--- src/pkg/svsp_cfg.svh ---
// constants for the servo status and parameter access block
// assumes inclusion by its bare name from the package and the top module
`ifndef SVSP_CFG_SVH
`define SVSP_CFG_SVH
// ****************************************
// register byte addresses
// ****************************************
`define SVSP_A_CTRL 5'h00
`define SVSP_A_STAT 5'h04
`define SVSP_A_MAXSPD 5'h08
`define SVSP_A_TRQSPD 5'h0c
`define SVSP_A_ZSPD 5'h10
`define SVSP_A_INPR 5'h14
`define SVSP_A_SHOT 5'h18
// ****************************************
// control field positions and reset values
// ****************************************
`define SVSP_CTRL_W 10
`define SVSP_B_FMT 0
`define SVSP_B_MODE 1
`define SVSP_B_PCMD 3
`define SVSP_B_PULSE 4
`define SVSP_B_NET 5
`define SVSP_B_TSEL 6
`define SVSP_B_LOCK 7
`define SVSP_B_OT 8
`define SVSP_B_DCLR 9
`define SVSP_CTRL_RST 10'h000
`define SVSP_INP_RST 1'b1
`define SVSP_MAXSPD_RST 16'h1000
`define SVSP_TRQSPD_RST 16'h1000
`define SVSP_ZSPD_RST 16'h0032
`define SVSP_INPR_RST 32'h0000_0064
`define SVSP_SHOT_RST 16'h00fa
// ****************************************
// io image layout and stores
// ****************************************
`define SVSP_WR_BIT 1
`define SVSP_RD_BIT 0
`define SVSP_BANK_LO 8
`define SVSP_BANK_W 4
`define SVSP_BANK_POS 4'hf
`define SVSP_PBANK_W 2
`define SVSP_PNUM_W 2
`define SVSP_PAR_N 16
`define SVSP_POS_AW 3
`define SVSP_POS_N 8
`endif

--- src/pkg/svsp_pkg.sv ---
// types for the servo status and parameter access block
// assumes svsp_cfg.svh is on the include path
`include "svsp_cfg.svh"
package svsp_pkg;
    typedef enum logic [1:0] {SVSP_POS, SVSP_SPD, SVSP_TRQ} svsp_mode_t;
    typedef enum logic [1:0] {SVSP_HS_IDLE, SVSP_HS_EXEC, SVSP_HS_WAIT} svsp_hs_t;
    typedef struct packed {
        logic servo_on;
        logic forced_stop_in;
        logic free_run_in;
        logic alarm_cause;
        logic alarm_reset;
        logic cpu_ok;
        logic power_ok;
    } svsp_pins_t;
    typedef struct packed {
        logic [31:0] qd8;
        logic [31:0] qd10;
        logic [15:0] qw12;
        logic [15:0] qw14;
        logic [15:0] qw15;
    } svsp_qimg_t;
    typedef struct packed {
        logic [31:0] id0;
        logic [31:0] id2;
        logic [15:0] iw5;
        logic [15:0] iw7;
        logic [15:0] iw12;
    } svsp_iimg_t;
    typedef struct packed {
        svsp_pins_t s1;
        svsp_pins_t s2;
        logic rst_prev;
        logic alarm;
        logic [`SVSP_CTRL_W-1:0] ctrl;
        logic [15:0] maxspd;
        logic [15:0] trqspd;
        logic [15:0] zspd;
        logic [15:0] shot;
        logic [31:0] inpr;
        logic ack;
        logic [31:0] dat;
        svsp_hs_t hs;
        logic op_rd;
        logic wr_done;
        logic rd_done;
        logic [`SVSP_PAR_N-1:0][31:0] par;
        logic [`SVSP_POS_N-1:0][31:0] ppos;
        logic [`SVSP_POS_N-1:0][31:0] pspd;
        logic [`SVSP_POS_N-1:0][15:0] pdwell;
        logic [`SVSP_POS_N-1:0][7:0] pstat;
        svsp_iimg_t img;
        logic ready;
        logic srdy;
        logic inp;
        logic cond_prev;
        logic slim;
        logic [15:0] cnt;
    } svsp_state_t;
endpackage
--- src/logic/svsp_top.sv ---
// servo status flags and io image parameter access, wishbone register slave
// assumes pins_i comes from outside the clock domain; the rest is synchronous
//
// Local design decisions: register access over Wishbone and the address map.
`timescale 1ns/10ps
`default_nettype none
`include "svsp_cfg.svh"
// Function
// - ready needs servo on, forced stop on, free run off, no alarm, control ready.
// - control ready needs forced stop, no free run, no alarm, cpu and power good.
// - position control holds in-position on in stop states, off on alarm.
// - network variant in position command mode keeps in-position off.
// - speed or torque control keeps in-position on.
// - format 0 is level, 1 single shot; power-on value on for level.
// - level format: in-position while speed and deviation are within range.
// - single shot: pulse for set time, dropped early when deviation leaves range.
// - speed limit output while motor speed reaches the applicable limit.
// - speed and position use max rotation speed, torque uses torque maximum.
// - torque limit select 1 takes the limit from image output word 12.
// - positioning variant position control uses max rotation speed except pulse mode.
// - write command stores double word 8 into bank and number addressed parameter.
// - write completion clears when the write command goes off.
// - read command loads addressed parameter to input double word 0, then completes.
// - read data valid once read completion on; clears when command off.
// - positioning write stores position, speed, dwell and status under the entry number.
// - positioning read returns position, speed, dwell and status in the image.
// - completion bits at input word 7, commands at output word 15.
// - alarm latches; clears on alarm reset rising edge once cause has gone.
module svsp_top import svsp_pkg::*; (
    input wire logic clk_i,
    input wire logic rst_i,
    input wire logic cyc_i,
    input wire logic stb_i,
    input wire logic we_i,
    input wire logic [4:0] adr_i,
    input wire logic [3:0] sel_i,
    input wire logic [31:0] dat_i,
    output logic [31:0] dat_o,
    output logic ack_o,
    input wire svsp_pins_t pins_i,
    input wire logic [15:0] speed_i,
    input wire logic [31:0] deviation_i,
    input wire svsp_qimg_t qimg_i,
    output svsp_iimg_t iimg_o,
    output logic ready_o,
    output logic servo_ctrl_ready_o,
    output logic in_position_flag_o,
    output logic speed_limit_o,
    output logic alarm_o
);
    // ****************************************
    // helpers
    // ****************************************
    function automatic logic [31:0] mag(input logic [31:0] v);
        mag = v[31] ? (~v + 32'h1) : v;
    endfunction

    function automatic logic [31:0] merge(input logic [31:0] o, input logic [31:0] d,
                                          input logic [3:0] s);
        merge = o;
        for (int i = 0; i < 4; i++) begin
            if (s[i]) begin
                merge[8*i +: 8] = d[8*i +: 8];
            end
        end
    endfunction

    function automatic logic [3:0] pidx(input logic [15:0] w);
        pidx = {w[`SVSP_BANK_LO +: `SVSP_PBANK_W], w[`SVSP_PNUM_W-1:0]};
    endfunction

    function automatic logic [31:0] rdreg(input logic [4:0] a, input svsp_state_t s);
        case (a)
            `SVSP_A_CTRL: rdreg = {22'h0, s.ctrl};
            `SVSP_A_STAT: rdreg = {25'h0, s.alarm, s.rd_done, s.wr_done, s.slim, s.inp,
                                   s.srdy, s.ready};
            `SVSP_A_MAXSPD: rdreg = {16'h0, s.maxspd};
            `SVSP_A_TRQSPD: rdreg = {16'h0, s.trqspd};
            `SVSP_A_ZSPD: rdreg = {16'h0, s.zspd};
            `SVSP_A_INPR: rdreg = s.inpr;
            `SVSP_A_SHOT: rdreg = {16'h0, s.shot};
            default: rdreg = 32'h0;
        endcase
    endfunction

    svsp_state_t q;
    svsp_state_t n;
    svsp_mode_t mode;
    logic is_pos;
    logic is_trq;
    logic [31:0] spd_abs;
    logic [31:0] dev_abs;
    logic [31:0] lim;
    logic spd_ok;
    logic dev_ok;
    logic cond;
    logic hold;
    logic norm;
    logic fmt;
    logic wcmd;
    logic rcmd;
    logic psel;
    logic req;
    logic rst_rise;
    logic srdy_c;
    logic [31:0] wv;
    logic [`SVSP_POS_AW-1:0] pnum;

    // ****************************************
    // decoded conditions
    // ****************************************
    assign mode = svsp_mode_t'(q.ctrl[`SVSP_B_MODE +: 2]);
    assign is_trq = (mode == SVSP_TRQ);
    assign is_pos = (mode != SVSP_SPD) && !is_trq;
    assign fmt = q.ctrl[`SVSP_B_FMT];
    assign spd_abs = mag({{16{speed_i[15]}}, speed_i});
    assign dev_abs = mag(deviation_i);
    assign spd_ok = spd_abs <= {16'h0, q.zspd};
    assign dev_ok = dev_abs <= q.inpr;
    assign cond = spd_ok && dev_ok;
    // stop states where the flag is held on
    assign hold = !q.s2.servo_on || q.s2.free_run_in || !q.s2.forced_stop_in
                  || q.ctrl[`SVSP_B_LOCK] || q.ctrl[`SVSP_B_OT] || q.ctrl[`SVSP_B_DCLR];
    assign norm = is_pos && !(q.ctrl[`SVSP_B_NET] && q.ctrl[`SVSP_B_PCMD]) && !q.alarm
                  && !hold;
    assign wcmd = qimg_i.qw15[`SVSP_WR_BIT];
    assign rcmd = qimg_i.qw15[`SVSP_RD_BIT];
    assign psel = qimg_i.qw14[`SVSP_BANK_LO +: `SVSP_BANK_W] == `SVSP_BANK_POS;
    assign pnum = qimg_i.qw14[`SVSP_POS_AW-1:0];
    assign req = cyc_i && stb_i;
    assign rst_rise = q.s2.alarm_reset && !q.rst_prev;
    assign wv = merge(rdreg(adr_i, q), dat_i, sel_i);
    assign srdy_c = q.s2.forced_stop_in && !q.s2.free_run_in && !q.alarm
                    && q.s2.cpu_ok && q.s2.power_ok;

    always_comb begin
        // the stored maximum applies unless torque control picks another limit
        lim = {16'h0, q.maxspd};
        if (is_trq) begin
            lim = q.ctrl[`SVSP_B_TSEL] ? {16'h0, qimg_i.qw12} : {16'h0, q.trqspd};
        end
    end

    // ****************************************
    // next state
    // ****************************************
    always_comb begin
        n = q;
        n.s1 = pins_i;
        n.s2 = q.s1;
        n.rst_prev = q.s2.alarm_reset;
        if (rst_rise && !q.s2.alarm_cause) begin
            n.alarm = 1'b0;
        end
        if (q.s2.alarm_cause) begin
            n.alarm = 1'b1;
        end
        n.srdy = srdy_c;
        n.ready = q.s2.servo_on && q.s2.forced_stop_in && !q.s2.free_run_in && !q.alarm
                  && srdy_c;
        n.cond_prev = cond;
        if (!is_pos) begin
            n.inp = 1'b1;
            n.cnt = 16'h0;
        end else if (q.ctrl[`SVSP_B_NET] && q.ctrl[`SVSP_B_PCMD]) begin
            n.inp = 1'b0;
            n.cnt = 16'h0;
        end else if (q.alarm) begin
            n.inp = 1'b0;
            n.cnt = 16'h0;
        end else if (hold) begin
            n.inp = 1'b1;
            n.cnt = 16'h0;
        end else if (!fmt) begin
            n.inp = cond;
            n.cnt = 16'h0;
        end else if (q.inp) begin
            if (!dev_ok || q.cnt <= 16'h1) begin
                n.inp = 1'b0;
                n.cnt = 16'h0;
            end else begin
                n.cnt = q.cnt - 16'h1;
            end
        end else if (cond && !q.cond_prev) begin
            n.inp = 1'b1;
            n.cnt = q.shot;
        end
        // no detection in pulse operation under position control
        n.slim = !(is_pos && q.ctrl[`SVSP_B_PULSE]) && (spd_abs >= lim);
        unique case (q.hs)
            SVSP_HS_IDLE: begin
                if (wcmd && !q.wr_done) begin
                    n.hs = SVSP_HS_EXEC;
                    n.op_rd = 1'b0;
                end else if (rcmd && !q.rd_done) begin
                    n.hs = SVSP_HS_EXEC;
                    n.op_rd = 1'b1;
                end
            end
            SVSP_HS_EXEC: begin
                n.hs = SVSP_HS_WAIT;
                if (!q.op_rd) begin
                    if (psel) begin
                        n.ppos[pnum] = qimg_i.qd8;
                        n.pspd[pnum] = qimg_i.qd10;
                        n.pdwell[pnum] = qimg_i.qw12;
                        n.pstat[pnum] = qimg_i.qw14[15:8];
                    end else begin
                        n.par[pidx(qimg_i.qw14)] = qimg_i.qd8;
                    end
                    n.wr_done = 1'b1;
                end else begin
                    if (psel) begin
                        n.img.id0 = q.ppos[pnum];
                        n.img.id2 = q.pspd[pnum];
                        n.img.iw12 = q.pdwell[pnum];
                        n.img.iw5 = {q.pstat[pnum], 8'h00};
                    end else begin
                        n.img.id0 = q.par[pidx(qimg_i.qw14)];
                    end
                    n.rd_done = 1'b1;
                end
            end
            SVSP_HS_WAIT: begin
                if (q.op_rd ? !rcmd : !wcmd) begin
                    n.hs = SVSP_HS_IDLE;
                    n.wr_done = 1'b0;
                    n.rd_done = 1'b0;
                end
            end
            default: n.hs = SVSP_HS_IDLE;
        endcase
        n.img.iw7 = 16'h0;
        n.img.iw7[`SVSP_WR_BIT] = n.wr_done;
        n.img.iw7[`SVSP_RD_BIT] = n.rd_done;
        // wishbone: ack one cycle after the request, write on the acked edge
        n.ack = req && !q.ack;
        if (req && !q.ack) begin
            n.dat = rdreg(adr_i, q);
        end
        if (req && q.ack && we_i) begin
            unique case (adr_i)
                `SVSP_A_CTRL: n.ctrl = wv[`SVSP_CTRL_W-1:0];
                `SVSP_A_MAXSPD: n.maxspd = wv[15:0];
                `SVSP_A_TRQSPD: n.trqspd = wv[15:0];
                `SVSP_A_ZSPD: n.zspd = wv[15:0];
                `SVSP_A_INPR: n.inpr = wv;
                `SVSP_A_SHOT: n.shot = wv[15:0];
                default: n.ctrl = q.ctrl;
            endcase
        end
    end

    always_ff @(posedge clk_i) begin
        if (rst_i) begin
            // stores, image and all flags but in-position clear; in-position and settings take their defaults
            q <= '0;
            q.hs <= SVSP_HS_IDLE;
            q.ctrl <= `SVSP_CTRL_RST;
            q.inp <= `SVSP_INP_RST;
            q.maxspd <= `SVSP_MAXSPD_RST;
            q.trqspd <= `SVSP_TRQSPD_RST;
            q.zspd <= `SVSP_ZSPD_RST;
            q.inpr <= `SVSP_INPR_RST;
            q.shot <= `SVSP_SHOT_RST;
        end else begin
            q <= n;
        end
    end

    assign dat_o = q.dat;
    assign ack_o = q.ack;
    assign iimg_o = q.img;
    assign ready_o = q.ready;
    assign servo_ctrl_ready_o = q.srdy;
    assign in_position_flag_o = q.inp;
    assign speed_limit_o = q.slim;
    assign alarm_o = q.alarm;
endmodule
`default_nettype wire

--- config.mk ---
export PLATFORM = sky130hd
export DESIGN_NAME = svsp_top
export DESIGN_NICKNAME = d
export VERILOG_FILES = /design/src/pkg/svsp_pkg.sv /design/src/logic/svsp_top.sv
export VERILOG_INCLUDE_DIRS = /design/src /design/src/pkg
export SDC_FILE = /design/constraint.sdc
export NUM_CORES = 2
export LEC_CHECK = 0
export BUFFER_PORTS_ARGS = -buffer_cell sky130_fd_sc_hd__buf_2
export CAP_MARGIN = 20
export CORE_MARGIN = 1
export CORE_UTILIZATION = 35
export CTS_BUF_LIST = sky130_fd_sc_hd__clkbuf_2
export CTS_CLUSTER_DIAMETER = 200
export DETAILED_ROUTE_END_ITERATION = 12
export HOLD_SLACK_MARGIN = 0.1
export PLACE_DENSITY = 0.52
export REMOVE_ABC_BUFFERS = 1
export SLEW_MARGIN = 15
export SYNTH_ARGS = -nofsm -noshare
export SYNTH_HDL_FRONTEND = slang
export SYNTH_SLANG_ARGS = --single-unit
--- constraint.sdc ---
create_clock -name clk_i -period 5.02 [get_ports clk_i]
set_input_delay 0.502 -clock clk_i [delete_from_list [all_inputs] [get_ports clk_i]]
set_output_delay 0.502 -clock clk_i [all_outputs]
set_load 0.01 [all_outputs]
### Yosys cells after proc, flatten, opt, wreduce, memory -nomap -nowiden

Index checks and enable logic that the tools add are counted.

| storage, ports and cells | value |
|---|---|
| register bits after elaboration | 1501 |
| latch bits | 0 |
| RAM bits | 0 |
| memory bits (read-only) | 0 |
| input port bits | 213 |
| output and inout bits | 150 |
| word-level logic and storage cells | 243 |
| memories | 0 |

| cells by class | value |
|---|---|
| add/sub/neg operators | 3 |
| $mul | 0 |
| divide/modulo/power cells | 0 |
| order comparisons | 8 |
| equality and inequality tests | 15 |
| shifts and indexed selects | 0 |
| mux-type cells | 55 |
| bitwise logic cells | 6 |
| reductions and logical operators | 66 |

Operators with widths:

| kind | count |
|---|---|
| 256-bit bitwise mux | 2 |
| 512-bit bitwise mux | 1 |
| 32-bit two-way mux | 8 |
| 32-bit case mux with 7 select lines | 1 |
| 32-bit binary-select mux with 3-bit select | 2 |
| 32-bit case mux with 5 select lines | 1 |
| 32-bit binary-select mux with 4-bit select | 1 |
| 128-bit bitwise mux | 1 |
| 32-bit demux with 4-bit select | 1 |
| 16-bit two-way mux | 7 |
| 32-bit demux with 3-bit select | 1 |
| 32-bit by 1-bit adder with 32-bit output, second input constant | 2 |
| 64-bit bitwise mux | 1 |
| 32-bit inverter | 2 |
| 16-bit binary-select mux with 3-bit select | 1 |
| 16-bit demux with 3-bit select | 1 |
| 8-bit two-way mux | 6 |
| 32-bit greater-or-equal comparator | 1 |
| 32-bit by 16-bit <= comparator with 1-bit output | 1 |
| 32-bit <= comparator | 1 |
| 8-bit binary-select mux with 3-bit select | 1 |
| 8-bit demux with 3-bit select | 1 |
| 1-bit logical AND | 24 |
| 2-bit AND reduction | 9 |
| other kinds (29) | 76 |

### Logic depth before layout (Yosys ltp)

| depth | value |
|---|---|
| word-level depth | 12 |
| depth in mapped cells | 19 |
| depth with buffers taken out | 18 |

### Worst setup path after synthesis

No wires, ideal clock.

| timing | value |
|---|---|
| path kind | input to register |
| from | input deviation_i[15] |
| to | register q[11] (netlist name) |
| setup time | 0.122 ns |
| arrival | 4.667 ns |
| data required time | 4.898 ns |
| path slack | 0.231 ns |
| cell stages on the path | 15 |
| path buffers | 0 |
| path through | or4_1 -> or3_1 -> or4_1 -> nand2b_1 -> o31ai_1 -> xnor2_1 -> ha_1 -> a21o_1 -> a21o_1 -> a2111o_1 -> a211o_1 -> o31a_4 -> o21ai_4 -> nor2_2 -> a221o_1 |

| between the ends | value |
|---|---|
| word-level cells in the longest chain between the ends | 8 |

RTL lines:

| what | RTL line | source |
|---|---|---|
| start, declared | svsp_top.sv:42 | `input wire logic [31:0] deviation_i,` |
| 32-bit inverter | svsp_top.sv:55 | `mag = v[31] ? (~v + 32'h1) : v;` |
| 32-bit by 1-bit adder with 32-bit output | svsp_top.sv:55 |  |
| 32-bit two-way mux * | svsp_top.sv:55 |  |
| 32-bit <= comparator * | svsp_top.sv:119 | `assign dev_ok = dev_abs <= q.inpr;` |
| 1-bit zero test | svsp_top.sv:178 | `if (!dev_ok \|\| q.cnt <= 16'h1) begin` |
| 1-bit logical OR | svsp_top.sv:178 |  |
| 16-bit two-way mux | svsp_top.sv:178 |  |
| 16-bit two-way mux | svsp_top.sv:177 | `end else if (q.inp) begin` |
| end signal, assigned | svsp_top.sv:267 | `q <= n;` |
| end, declared | svsp_top.sv:86 | `svsp_state_t q;` |

Mark *: on every way between the ends. The rest lies on a longest branch, timed or not.
A chain may end at the register's enable or synchronous reset.

### Worst setup path in the final report

| timing | value |
|---|---|
| from | input deviation_i[0] |
| to | register q[8] (netlist name) |

The elaborated chain is that of the path after synthesis.

==> metrics.txt <==
largest net degree at the start of global routing=214; Synth Area per Inst=8.388 µm²; kind of critical path=primary input to flip-flop; cells after synthesis=7770; HP Class=primary input to flip-flop; number of synthesized register bits=1485; FF/Latch Area=0.02973 mm²; TritonCTS buffer count=410; slowest cell delay on critical path=0.58 ns; vias in the first global route=57193; Yosys cell types=68; worst skew pair latency=1.86 ns; Tcrit/Tclk final=96.79%; Rows=158; Starting DRT DRC Count=4822; DIE AREA=0.1880 mm²; worst path bufs/invs=6; Critical-path top delay cell=dlygate4sd3_1; Die W=433.5 µm; CTS tree=done; IO buf count=321; fillcell total=18694; Clock Root Buffer=clkbuf_2; Nets=8637; DR pass1 iterations=6; Area Growth Syn to Fin=17.88%; Slew headroom=15.69%; DRC=0; vias post-DR=58267; core area=0.1852 mm²; Pins Over Slew Limit=0; WP data arrival=6.44 ns; Routed WL=232.5 mm; EDFF count, synth=0; grt total ovfl=0; share of cells above drive strength 1=17.45%; Antenna Nets Post-Route=0; Least-Margin Pin Slew=1.265 ns; most common cell after layout, fill and taps aside=nand2_1; Final Setup Violations=0; first-pass GRT wire length=350.8 mm; sequential-to-total area share from yosys stat=45.61%; clock sink count=1485; pre-CTS setup slack=-0.07045 ns; Starting Density=35.19%; clock buffer depth=4; Syn Std Cell Area=0.06518 mm²; clk_skew=0.1899 ns; Worst setup SP type=primary input; Fmax=0.2058 GHz; detailed-route wire length per cell=20.89 µm; status=finished, final reports clean; vias per cell=5.235; Final TNS setup=0 ns; Tot Pwr=22210 µW; Power Dens Cells=289.1 mW/mm²; final period demand of the worst path=4.859 ns; Crit path max-delay family=buffers and inverters; worst vdd ir=0.1530 mV; Synthesis Warnings=0; Clock H-tree levels=5; most frequent cells in the layout=nand2_1, dfxtp_1, a21oi_1, clkbuf_2, dlygate4sd3_1; Tot GR Track Use=24.25%; initial antenna violation count=19; area occupied by multi-input gates=0.03183 mm²; # Max-Cap Violations=0; final hold violations=0; fraction of registers with async set/reset=0%; Final HPWL DP=131.1 mm; final worst-path setup slack=0.1610 ns; leakage=0.02679 µW; GPL Wtd Cong=0.9131; clock-pin slew on the worst setup and hold paths=0.10 ns; I/O Pins=363; CP max FO=5; Worst setup EP type=flip-flop; ys flop type=dfxtp_1; Crit path required time=6.60 ns; CP most frequent cell=dlygate4sd3_1; CP Cell Sequence=dlygate4sd3_1 -> buf_2 -> inv_2 -> ha_4 -> nand3b_1 -> nand2b_4 -> nand2b_4 -> or4_4 -> nand2b_4 -> o21ai_2 -> xnor2_1 -> ha_1 -> dlygate4sd3_1 -> a21o_1 -> a2111o_1 -> dlygate4sd3_1 -> a211o_1 -> dlygate4sd3_1 -> o31a_4 -> nor4_4 -> a22oi_1 -> a21oi_1; Die Y-Extent=433.5 µm
## Yosys cell counts (5+ instances only)
master,instances,share of area [%]
nand2b_1,19,0.18
dfxtp_1,1485,46
a211oi_1,107,1.2
buf_4,146,1.7
xor2_1,7,0.094
o21ai_0,58,0.45
or3_1,11,0.11
nor2_1,296,1.7
clkbuf_2,31,0.24
a221o_1,10,0.15
a21oi_1,1349,10
a22oi_1,76,0.88
nand2_1,2669,15
mux2_2,7,0.12
ha_1,72,1.4
and2_1,7,0.067
o31ai_1,15,0.17
nor4_1,13,0.12
mux2i_1,106,1.6
buf_2,52,0.40
and3_1,5,0.048
xnor2_1,44,0.59
buf_1,56,0.32
nand3_1,34,0.26
nand4_1,13,0.12
a211o_1,6,0.081
mux4_2,336,12
nand3b_1,13,0.15
nor2b_1,26,0.25
a21o_1,9,0.10
inv_1,71,0.41
nor3_1,15,0.12
clkbuf_1,547,3.2
## cell families (layout without fill, tap and decap cells)
kind of cell	Yosys count	after routing	synth area share [%]
XOR/XNOR	51	51	0.6853
AO/OA/AOI/OAI	1659	1659	13.82
other	1	37	0.005754
buffers and inverters	905	1749	6.235
adder cells (fa/ha/maj)	72	72	1.382
AND/OR/NAND/NOR	3148	3148	18.90
flip-flops	1485	1485	45.61
multiplexers	449	449	13.36
## layout make-up
type | instances | share of cell area [%]
antenna | 15 | 0.04886
clock buffer | 620 | 4.039
clock inverter | 75 | 0.4560
inverter | 71 | 0.3469
multi-input combinational | 5401 | 41.43
sequential | 1485 | 38.69
tap | 2480 | 4.039
timing repair buffer | 983 | 10.94
## path summary, 6_finish.rpt
kind | from | endpoint | slack [ns] | depth (start not counted)
worst max-delay path | deviation_i[0] | q[8] | 0.16 | 22
worst min-delay path | qimg_i[92] | q[1041] | 0.23 | 5
worst max register to register | q[1388] | q[12] | 0.22 | 15
worst min register to register | n[1496] | q[1496] | 0.43 | 1
## state kept, by name (all words and copies together) (netlist names)
register,cells
iimg_o,89
q,1347
speed_limit_o,1
ack_o,1
servo_ctrl_ready_o,1
in_position_flag_o,1
dat_o,32
fmt,1
alarm_o,1
ready_o,1
n,8
mode,2
## through the flow
| stage | instances | utilization (%) | hold slack, ns | area, µm² |
|---|---|---|---|---|
| floorplan | 6957 | - | 0.4082 | 61460 |
| global placement | 9886 | 36.63 | 0.4175 | 67850 |
| detailed placement | 9886 | 36.63 | 0.4220 | 67850 |
| CTS | 11107 | 41.36 | 0.1002 | 76620 |
| global route | 11127 | 41.47 | 0.1278 | 76820 |
| finish | 11130 | 41.48 | 0.2340 | 76830 |
## per-layer routing
metal | up-vias | wire length [µm] | track usage (%)
met4 | 2 | 7356 | 9.448
li1 | 27405 | - | -
met1 | 28351 | 98360 | 31.12
met3 | 423 | 15310 | 4.368
met2 | 2086 | 111400 | 40.25
met5 | - | 12 | 0
## report_power, final
| group | switching [µW] | total [µW] | leakage [µW] | internal, µW |
|---|---|---|---|---|
| combinational | 1130 | 1810 | 0.0121 | 675 |
| clock | 5190 | 8520 | 0.00275 | 3330 |
| sequential | 43.9 | 11900 | 0.0120 | 11800 |
## tightest hold or removal path, delay by kind of cell
kind	cells	cell delay, ns
AOI/OAI and AO/OA	1	0.06
buffers and inverters	3	1.42
and+or+nand+nor	1	0.12
## repair_timing
item	CTS	global route
gates resized for setup	0	13
setup endpoints to repair	0	20
buffers inserted	0	1
hold buffers	526	3
hold endpoints to repair	1485	26
Note: power is estimated with default switching activity, not from simulation.
